### src/include/uarx_regs.vh
`ifndef UARX_REGS_VH
`define UARX_REGS_VH
// ----------------------------------------
// Register map (APB byte addresses)
// ----------------------------------------
`define UARX_CTRL_OFF      12'h000
`define UARX_STAT_OFF      12'h004
`define UARX_DATA_OFF      12'h008
`define UARX_BAUD_OFF      12'h00c
// ----------------------------------------
// Control field positions
// ----------------------------------------
`define UARX_CTRL_EN_BIT   0
`define UARX_CTRL_DS_BIT   1
`define UARX_CTRL_MP_BIT   2
`define UARX_CTRL_SZ_LSB   3
`define UARX_CTRL_SZ_MSB   5
`define UARX_CTRL_PAR_BIT  6
`define UARX_CTRL_RST      7'h18
// ----------------------------------------
// Status field positions
// ----------------------------------------
`define UARX_STAT_RXC_BIT  0
`define UARX_STAT_FE_BIT   1
`define UARX_STAT_NINE_BIT 2
`define UARX_STAT_BUSY_BIT 3
`define UARX_BAUD_RST      12'h000
// ----------------------------------------
// Sampling constants
// ----------------------------------------
`define UARX_SPB_NORM      5'h10
`define UARX_SPB_DBL       5'h08
`define UARX_VOTE_NORM     5'h08
`define UARX_VOTE_DBL      5'h04
`define UARX_SZ_NINE       3'h7
`endif

### src/hdl/uarx_rx_top.v
// Notes on behaviour
// - Sixteen samples per bit, eight in double speed
// - Falling edge on idle line starts qualification
// - Start vote samples 8-10, or 4-6
// - Majority high start is noise; resume search
// - Resynchronise on every start bit
// - Per-bit sample state counter, 16 or 8
// - Bit value is majority of centre samples
// - Recover through first stop bit only
// - Zero first stop bit on a stored frame sets framing error
// - New start accepted right after stop vote
// - Filter drops data frames when enabled
// - Filter never touches transmitter behaviour
// - Type is stop bit, or ninth bit
// - Type one means address, zero data
// - Accepted address frame stored like normal
// - One character size shared with transmitter
// - Double speed halves samples per bit to eight
`include "uarx_regs.vh"
module uarx_rx_top #(
  parameter BAUD_W = 12
) (
  input  wire        clk,
  input  wire        srst,
  input  wire        ce,
  input  wire        psel,
  input  wire        penable,
  input  wire        pwrite,
  input  wire [11:0] paddr,
  input  wire [31:0] pwdata,
  output reg  [31:0] prdata,
  output reg         pready,
  output reg         pslverr,
  input  wire        rxPin,
  output reg  [2:0]  charSize,
  output reg         doubleSpeedSelect
);
  // ----------------------------------------
  // States
  // ----------------------------------------
  localparam [2:0] ST_IDLE  = 3'b001;
  localparam [2:0] ST_START = 3'b010;
  localparam [2:0] ST_BITS  = 3'b100;
  localparam [6:0] CTRL_RST = `UARX_CTRL_RST;

  wire rxSync;
  reg  rxPrev_r;
  reg  [2:0] state_r;
  reg  [4:0] sampleIdx_r;
  reg  [3:0] bitIdx_r;
  reg  [2:0] votes_r;
  reg  [9:0] shift_r;
  reg  [BAUD_W-1:0] baudCnt_r;
  reg  [BAUD_W-1:0] baudDiv_r;
  reg        rxEnable_r;
  reg        mpFilterEnable_r;
  reg        parityEnable_r;
  reg  [8:0] dataBuf_r;
  reg        rxComplete_r;
  reg        frameErr_r;
  reg        ninthBit_r;
  reg        busy_r;

  wire       tick;
  wire [4:0] spb;
  wire [4:0] voteFirst;
  wire       inVote;
  wire       voteLast;
  wire       majority;
  wire [3:0] dataBits;
  wire [3:0] frameBits;
  wire       apbAccess;
  wire       readData;
  wire       frameDone;
  wire       typeBit;
  wire       keepFrame;
  wire [8:0] dataMasked;
  wire       stopVote;
  wire [9:0] fullFrame;

  uarx_sync u_sync (
    .clk  (clk),
    .srst (srst),
    .ce   (ce),
    .din  (rxPin),
    .dout (rxSync)
  );

  // ----------------------------------------
  // Oversampling tick
  // ----------------------------------------
  assign tick = (baudCnt_r == {BAUD_W{1'b0}});

  always @(posedge clk) begin
    if (srst) begin
      baudCnt_r <= {BAUD_W{1'b0}};
    end else if (ce) begin
      if (tick) begin
        baudCnt_r <= baudDiv_r;
      end else begin
        baudCnt_r <= baudCnt_r - {{(BAUD_W-1){1'b0}}, 1'b1};
      end
    end
  end

  // ----------------------------------------
  // Sampling geometry
  // ----------------------------------------
  assign spb       = doubleSpeedSelect ? `UARX_SPB_DBL : `UARX_SPB_NORM;
  assign voteFirst = doubleSpeedSelect ? `UARX_VOTE_DBL : `UARX_VOTE_NORM;
  assign inVote    = (sampleIdx_r >= voteFirst) && (sampleIdx_r <= voteFirst + 5'h02);
  assign voteLast  = (sampleIdx_r == voteFirst + 5'h02);
  assign majority  = (votes_r[0] & votes_r[1]) | (votes_r[0] & votes_r[2])
                   | (votes_r[1] & votes_r[2]);
  assign dataBits  = charSize[2] ? 4'h9 : {2'b00, charSize[1:0]} + 4'h5;
  // Start excluded: data, optional parity, first stop
  assign frameBits = dataBits + {3'h0, parityEnable_r} + 4'h1;
  assign frameDone = (state_r == ST_BITS) && tick && voteLast
                   && (bitIdx_r == frameBits - 4'h1);

  // ----------------------------------------
  // Frame assembly and filtering
  // ----------------------------------------
  // Stop vote folds in the live third sample, not yet shifted in
  assign stopVote   = (votes_r[1] & votes_r[0]) | (votes_r[1] & rxSync)
                    | (votes_r[0] & rxSync);
  assign fullFrame  = {stopVote, shift_r[9:1]} >> (4'ha - frameBits);
  assign dataMasked = fullFrame[8:0] & ~({9{1'b1}} << dataBits);
  assign typeBit    = (dataBits == 4'h9) ? fullFrame[8] : stopVote;
  assign keepFrame  = ~mpFilterEnable_r | typeBit;

  // ----------------------------------------
  // Receive state machine
  // ----------------------------------------
  always @(posedge clk) begin
    if (srst) begin
      state_r     <= ST_IDLE;
      sampleIdx_r <= 5'h00;
      bitIdx_r    <= 4'h0;
      votes_r     <= 3'h0;
      shift_r     <= 10'h000;
      rxPrev_r    <= 1'b1;
      busy_r      <= 1'b0;
    end else if (ce) begin
      if (!rxEnable_r) begin
        state_r <= ST_IDLE;
        busy_r  <= 1'b0;
        rxPrev_r <= 1'b1;
      end else if (tick) begin
        rxPrev_r <= rxSync;
        case (state_r)
          ST_IDLE: begin
            if (rxPrev_r && !rxSync) begin
              state_r     <= ST_START;
              sampleIdx_r <= 5'h02;
              busy_r      <= 1'b1;
            end
          end
          ST_START: begin
            sampleIdx_r <= sampleIdx_r + 5'h01;
            if (inVote) begin
              votes_r <= {votes_r[1:0], rxSync};
            end
            if (sampleIdx_r == voteFirst + 5'h03) begin
              if (majority) begin
                state_r  <= ST_IDLE;
                busy_r   <= 1'b0;
              end
            end
            if (sampleIdx_r == spb) begin
              state_r     <= ST_BITS;
              sampleIdx_r <= 5'h01;
              bitIdx_r    <= 4'h0;
            end
          end
          ST_BITS: begin
            sampleIdx_r <= (sampleIdx_r == spb) ? 5'h01 : sampleIdx_r + 5'h01;
            if (inVote) begin
              votes_r <= {votes_r[1:0], rxSync};
            end
            if (sampleIdx_r == voteFirst + 5'h03) begin
              shift_r  <= {majority, shift_r[9:1]};
            end
            if (sampleIdx_r == spb) begin
              bitIdx_r <= bitIdx_r + 4'h1;
            end
          end
          default: begin
            state_r <= ST_IDLE;
          end
        endcase
        if (frameDone) begin
          state_r  <= ST_IDLE;
          busy_r   <= 1'b0;
        end
      end
    end
  end

  // ----------------------------------------
  // APB slave
  // ----------------------------------------
  assign apbAccess = psel && penable && !pready;
  assign readData  = apbAccess && !pwrite && (paddr == `UARX_DATA_OFF);

  always @(posedge clk) begin
    if (srst) begin
      prdata            <= 32'h0000_0000;
      pready            <= 1'b0;
      pslverr           <= 1'b0;
      rxEnable_r        <= CTRL_RST[`UARX_CTRL_EN_BIT];
      doubleSpeedSelect <= 1'b0;
      mpFilterEnable_r  <= 1'b0;
      charSize          <= CTRL_RST[`UARX_CTRL_SZ_MSB:`UARX_CTRL_SZ_LSB];
      parityEnable_r    <= 1'b0;
      baudDiv_r         <= `UARX_BAUD_RST;
      dataBuf_r         <= 9'h000;
      rxComplete_r      <= 1'b0;
      frameErr_r        <= 1'b0;
      ninthBit_r        <= 1'b0;
    end else if (ce) begin
      pready  <= apbAccess;
      pslverr <= 1'b0;
      if (apbAccess) begin
        prdata <= 32'h0000_0000;
        if (paddr == `UARX_CTRL_OFF) begin
          if (pwrite) begin
            rxEnable_r        <= pwdata[`UARX_CTRL_EN_BIT];
            doubleSpeedSelect <= pwdata[`UARX_CTRL_DS_BIT];
            mpFilterEnable_r  <= pwdata[`UARX_CTRL_MP_BIT];
            charSize          <= pwdata[`UARX_CTRL_SZ_MSB:`UARX_CTRL_SZ_LSB];
            parityEnable_r    <= pwdata[`UARX_CTRL_PAR_BIT];
          end
          prdata <= {25'h0, parityEnable_r, charSize, mpFilterEnable_r,
                     doubleSpeedSelect, rxEnable_r};
        end else if (paddr == `UARX_STAT_OFF) begin
          prdata <= {28'h0, busy_r, ninthBit_r, frameErr_r, rxComplete_r};
        end else if (paddr == `UARX_DATA_OFF) begin
          prdata <= {23'h0, dataBuf_r};
        end else if (paddr == `UARX_BAUD_OFF) begin
          if (pwrite) begin
            baudDiv_r <= pwdata[BAUD_W-1:0];
          end
          prdata <= {{(32-BAUD_W){1'b0}}, baudDiv_r};
        end else begin
          pslverr <= 1'b1;
        end
      end
      // Read of data clears the flag; a frame landing the same cycle wins
      if (readData) begin
        rxComplete_r <= 1'b0;
      end
      if (!rxEnable_r) begin
        rxComplete_r <= 1'b0;
      end
      if (frameDone && keepFrame && rxEnable_r) begin
        dataBuf_r    <= dataMasked;
        ninthBit_r   <= (dataBits == 4'h9) & fullFrame[8];
        frameErr_r   <= ~stopVote;
        rxComplete_r <= 1'b1;
      end
    end
  end
endmodule // uarx_rx_top

### src/hdl/uarx_sync.v
module uarx_sync (
  input  wire clk,
  input  wire srst,
  input  wire ce,
  input  wire din,
  output wire dout
);
  reg stage1_r;
  reg stage2_r;

  always @(posedge clk) begin
    if (srst) begin
      stage1_r <= 1'b1;
      stage2_r <= 1'b1;
    end else if (ce) begin
      stage1_r <= din;
      stage2_r <= stage1_r;
    end
  end

  assign dout = stage2_r;
endmodule // uarx_sync

### config.mk
export PLATFORM = sky130hd
export DESIGN_NAME = uarx_rx_top
export DESIGN_NICKNAME = d
export VERILOG_FILES = /design/src/hdl/uarx_rx_top.v /design/src/hdl/uarx_sync.v
export VERILOG_INCLUDE_DIRS = /design/src /design/src/include
export SDC_FILE = /design/constraint.sdc
export NUM_CORES = 1
export LEC_CHECK = 0
export ABC_AREA = 1
export BUFFER_PORTS_ARGS = -buffer_cell sky130_fd_sc_hd__buf_2
export CAP_MARGIN = 5
export CORE_UTILIZATION = 45
export CTS_BUF_LIST = sky130_fd_sc_hd__clkbuf_8
export DETAILED_ROUTE_END_ITERATION = 8
export HOLD_SLACK_MARGIN = 0.12
export PLACE_DENSITY = 0.67
export SKIP_CTS_REPAIR_TIMING = 1
export SLEW_MARGIN = 15
export SYNTH_ARGS = -nofsm -noshare
export SYNTH_HDL_FRONTEND = slang
export SYNTH_SLANG_ARGS = --single-unit
### constraint.sdc
create_clock -name clk -period 5.1 [get_ports clk]
set_input_delay 0.765 -clock clk [delete_from_list [all_inputs] [get_ports clk]]
set_output_delay 0.765 -clock clk [all_outputs]
set_load 0.02 [all_outputs]
# [After elaboration in Yosys (flattened, before gate mapping)]
# Cells that the tools add are included.
[word_totals] regBits=106 in_bits=51 output_inout_bits=38 elab_cells=149
[op_classes] addsub=10 n_lt_le_gt_ge=2 n_eq_ne=23 shifts=2 mux=40 n_bitwise=18 n_reduce_logical=31
[op_table] op="$mux W12" count=5
[op_table] op="$eq A12 B4 Y1 const B" count=2
[op_table] op="$logic_not A12 Y1" count=2
[op_table] op="$mux W3" count=7
[op_table] op="$reduce_and A6 Y1" count=3
[op_table] op="$mux W1" count=17
[op_table] op="$mux W4" count=4
[op_table] op="$eq A5 B5 Y1" count=3
[op_table] op="$mux W5" count=3
[op_table] op="$reduce_and A5 Y1" count=3
[op_table] op="$eq A12 B3 Y1 const B" count=1
[op_table] op="$ne A4 B4 Y1 const B" count=3
[op_table] op="$sub A12 B1 Y12 const B" count=1
[op_table] op="$logic_and A1 B1 Y1" count=11
[op_table] op="$add A4 B2 Y5 const B" count=2
[op_table] op="$ne A5 B5 Y1 const B" count=2
[op_table] op="$pmux W5 S2" count=1
[op_table] op="$shr A10 B4 Y9" count=1
[op_table] op="$and A9 B9 Y9" count=1
[op_table] op="$not A9 Y9" count=1
[op_table] op="$pmux W3 S3" count=1
[op_table] op="$shl A9 B4 Y9 const A" count=1
[op_table] op="$add A4 B1 Y4 const B" count=2
[op_table] op="$pmux W4 S2" count=1
[op_table] op="other kinds (27)" count=48

# [Depth between registers and ports, before layout]
[depth] ltp_word=12 ltp_mapped=18 depth_no_buf=18

# [By module]
# A second synthesis with hierarchy kept.
[hier_totals] cells_unflattened=740 area_unflattened_um2=5004.8
[by_module_without_submodules] mod="uarx_rx_top" n_inst=1 cells_each=730 area_per_inst_um2=4932.2 seq_area_each_um2=1661.6
[by_module_without_submodules] mod="uarx_sync" n_inst=1 cells_each=10 area_per_inst_um2=72.6 seq_area_each_um2=40.0

# [Worst setup path before layout]
# Ideal clock, no wire load.
[synth_path] path_kind="register -> register" from="reg charSize[2]" to="reg dataBuf_r[4]" arrival_time_ns=2.539 required_ns=4.986 setup_slack_ns=2.447 stages_incl_launch_ff=15 synth_period_minus_slack_ns=2.653 path_cell_list="dfxtp_1 -> nor2_1 -> ha_1 -> buf_2 -> inv_1 -> ha_1 -> xor2_1 -> nand4_1 -> nor2_1 -> nand3_4 -> clkinv_2 -> nand3_4 -> buf_6 -> o21bai_1 -> nor2_1"
[synth_via] elab_chain_len=10 word_cells_on_any_way=17 classes_between="add/sub: 4; eq/ne: 2; shift: 2; mux: 2; bitwise: 3; reduce/logical: 4"
[synth_rtl] element="start, declared" line_no="uarx_rx_top.v:35" text="output reg [2:0] charSize,"
[synth_rtl] element="start signal, assigned" line_no="uarx_rx_top.v:214" text="charSize <= CTRL_RST[`UARX_CTRL_SZ_MSB:`UARX_CTRL_SZ_LSB];"
[synth_rtl] element="start signal, assigned" line_no="uarx_rx_top.v:231" text="charSize <= pwdata[`UARX_CTRL_SZ_MSB:`UARX_CTRL_SZ_LSB];"
[synth_rtl] element="$mux W4 *" line_no="uarx_rx_top.v:115" text="assign dataBits = charSize[2] ? 4'h9 : {2'b00, charSize[1:0]} + 4'h5;"
[synth_rtl] element="$add A4 B1 Y4 (2 in a row)" line_no="uarx_rx_top.v:117" text="assign frameBits = dataBits + {3'h0, parityEnable_r} + 4'h1;"
[synth_rtl] element="$sub A4 B4 Y4" line_no="uarx_rx_top.v:127" text="assign fullFrame = {stopVote, shift_r[9:1]} >> (4'ha - frameBits);"
[synth_rtl] element="$shr A10 B4 Y9" line_no="uarx_rx_top.v:127"
[synth_rtl] element="$mux W1" line_no="uarx_rx_top.v:129" text="assign typeBit = (dataBits == 4'h9) ? fullFrame[8] : stopVote;"
[synth_rtl] element="$or A1 B1 Y1" line_no="uarx_rx_top.v:130" text="assign keepFrame = ~mpFilterEnable_r | typeBit;"
[synth_rtl] element="$logic_and A1 B1 Y1 (2 in a row)" line_no="uarx_rx_top.v:256" text="if (frameDone && keepFrame && rxEnable_r) begin"
[synth_rtl] element="$reduce_and A2 Y1 (no source line)"
[synth_rtl] element="end signal, assigned" line_no="uarx_rx_top.v:257" text="dataBuf_r <= dataMasked;"
[synth_rtl] element="end, declared" line_no="uarx_rx_top.v:58" text="reg [8:0] dataBuf_r;"
# Mark *: on every way between the ends. The rest lies on a longest branch, timed or not.
# A chain may end at the register's enable or synchronous reset.

# [Final worst setup path]
[layout_path] from="reg charSize[2]" to="reg dataBuf_r[5]"
# The elaborated chain is that of the path after synthesis.

==> key figures <==
STA
  – Fin. Hold Viols: 0
  – Worst Tran Pin Value: 0.809 ns
  – Final setup violating endpoints: 0
  – RSZ-0062 raised after global routing: no
  – Post-route setup TNS: 0 ns
  – Worst clock skew: 0.00629 ns
  – Fin crit share: 67.8%
  – Relative slew slack: 46.1%
  – Max-slew violations: 0
  – Min Tclk post-route: 3.46 ns
  – Max Fclk: 289 MHz

Status
  – Outcome: finished clean

Setup path
  – Reg-to-Reg Start: charSize[2]
  – Critical path class: flop to flop
  – Crit end category: flop
  – CP Max Fanout: 20
  – Critical path data required time: 5.32 ns
  – R2r endpoint: dataBuf_r[5]
  – R2R depth: 13
  – Crit start category: flop
  – R2R setup slack: 1.64 ns
  – WP data arrival: 3.68 ns

Global route
  – Largest net degree at the start of global routing: 39
  – Gr usage total: 22.8%
  – Initial antenna violation count: 0
  – First-pass GRT wire length: 20.4 mm
  – Vias in the first global route: 4234
  – Overflow after GRT: 0

Synth
  – Yosys top cell area share: 34.4%
  – Syn Inst Count: 728
  – Count leader, synth: nand2_1
  – Dominant cell type by area after synthesis: dfxtp_1
  – Syn avg cell area: 6.79 µm²
  – Synth top area cells: dfxtp_1, nand2_1, nor2_1
  – Synth async-reset ratio: 0%
  – Number of synthesized flops with an enable pin: 0
  – Synth Warn #: 0
  – Register area share after synthesis: 34.4%
  – Count of cell types in the netlist: 44
  – Yosys reg bits: 85
  – Post-synthesis cell area: 0.00494 mm²
  – Top cells by count, synth: nand2_1, nor2_1, dfxtp_1
  – Prevailing post-synth register cell: dfxtp_1

Clock tree
  – CTS Buffer Depth: 2
  – H-Tree Depth: 3
  – Clock Latency Late Sink: 0.36 ns
  – Reg clk slew, reported paths: 0.08 ns
  – Num CTS Buffers: 9
  – Sink Count: 85
  – CTS tree: yes
  – Root Driver: clkbuf_8

Worst hold path
  – Worst hold path class: flop to flop
  – Hold Crit Depth: 2
  – Worst Hold End: prdata[8]
  – Hold Startpoint: prdata[8]

Route
  – Via count: 4708
  – Pre-antenna DRT Iters: 4
  – Initial DRC count: 332
  – # DRC: 0
  – Avg WL per Cell: 13.9 µm
  – Antenna-violating nets left: 0
  – Drt total wl: 12.5 mm
  – Vias per cell: 5.22

Floorplanning
  – Die outline height: 107 µm
  – Core Rows: 37
  – Die Footprint: 0.0114 mm²
  – Chip Width: 107 µm
  – Initial core utilization: 47.2%
  – Core ar.: 0.0105 mm²
  – Io pins: 89

Place
  – Number of I/O port buffers: 48
  – HPWL Detailed: 9.35 mm
  – Gpl congestion: 0.882

Power
  – IR drop worst, VDD: 0.230 mV
  – LEAKAGE: 2.32 nW
  – Overall Power: 1.54 mW
  – Pwr/cell area: 289 mW/mm²

Final layout
  – Nets: 825
  – N_diodes: 0
  – Layout cell share with drive strength beyond 1: 11.9%
  – Area grow syn2layout: 7.95%

Job
  – Max-cap violations: 0
[report_power, final]
part | switching, mW | internal [mW] | total [mW]
registers | 0.0286 | 0.696 | 0.724
logic | 0.261 | 0.132 | 0.392
clock network | 0.241 | 0.184 | 0.426
total | 0.531 | 1.01 | 1.54
[layout make-up]
class                   instances  area, µm²
fillers                      1120       5130
multi-input cells             536       2740
flip-flops and latches         85       1700
inverters                      81        305
repair buffers                 49        248
well taps                     136        170
clock buffers                  10        138
clock inverters                 5       28.8
[placed cells by master (no fill, tap or decap), types with 2 or more instances in the layout]
cell	count
nand2_1	141
nor2_1	97
dfxtp_1	85
inv_1	78
o21ai_0	70
a21oi_1	56
buf_2	48
nand3_1	46
conb_1	20
nor3_1	14
ha_1	12
o211ai_1	10
clkbuf_8	10
o221ai_1	8
nand4_1	8
a211oi_1	6
nand2_2	6
nor3_2	4
xor2_1	4
a31oi_1	3
o21bai_1	3
nor3b_1	3
inv_2	3
nand2_4	3
clkinv_2	3
nand3b_1	2
a41oi_1	2
nor3_4	2
nor2_2	2
xnor2_1	2
nand3_4	2
clkinvlp_4	2
[worst max path at each step]
| stage | slack, ns | start | to | depth (start not counted) |
|---|---|---|---|---|
| 6_report | 1.64 | charSize[2] | dataBuf_r[5] | 13 |
| 5_1_grt | 1.36 | charSize[2] | dataBuf_r[5] | 13 |
| 4_1_cts | 1.67 | charSize[2] | dataBuf_r[5] | 13 |
| 3_5_place_dp | 1.71 | charSize[2] | dataBuf_r[2] | 13 |
| 3_3_place_gp | 1.76 | charSize[2] | dataBuf_r[2] | 13 |
| 2_1_floorplan | 2.45 | charSize[2] | dataBuf_r[4] | 14 |
[cell families (layout without fill, tap and decap cells)]
kind of cell    after synthesis  in the layout  share of synthesized area (%)
compound gates              161            161                           18.2
fa+ha+maj                    12             12                           3.04
buf+inv                     126            145                           11.5
other cells                   1             20                         0.0759
flops                        85             85                           34.4
simple gates                335            335                           30.9
xor+xnor                      7              7                           1.62
mux                           1              1                          0.203
[per-stage QoR]
step,setup slack (ns),hold slack [ns],cells,util (%),instance area [µm²]
final,1.64,0.468,902,51.0,5330
after global routing,1.36,0.488,902,51.0,5330
after CTS,1.67,0.470,902,51.0,5330
after detailed placement,1.71,0.457,887,49.4,5170
after global placement,1.76,0.443,887,49.4,5170
after floorplan,2.45,0.429,747,-,5010
[state kept, by name, summed over array words and instances (netlist names), 4 cells and up]
name	cells
baudCnt_r	12
baudDiv_r	12
prdata	12
dataBuf_r	9
shift_r	9
sampleIdx_r	5
bitIdx_r	4
[metal layers]
metal  GRT usage [%]  share of wire (%)  vias up  wire (µm)
li1                -                  -     2434          -
met1            30.9                 48     2155       6040
met2            36.5                 46      107       5760
met3            4.26                4.8       12        602
met4            6.95                1.1        0        144
met5               0                  0        -          0
[critical path, stage by stage, from the launching register on]
cell,delay (ns)
dfxtp_1,0.54
nor2_1,0.13
ha_1,0.68
inv_1,0.19
ha_1,0.61
inv_1,0.18
nor2_1,0.30
nand3b_4,0.11
nand2_2,0.12
nand2_2,0.07
nor2_4,0.19
nand2_1,0.08
nand2_1,0.07
nor2_1,0.04
Note: power is estimated with default switching activity, not from simulation.
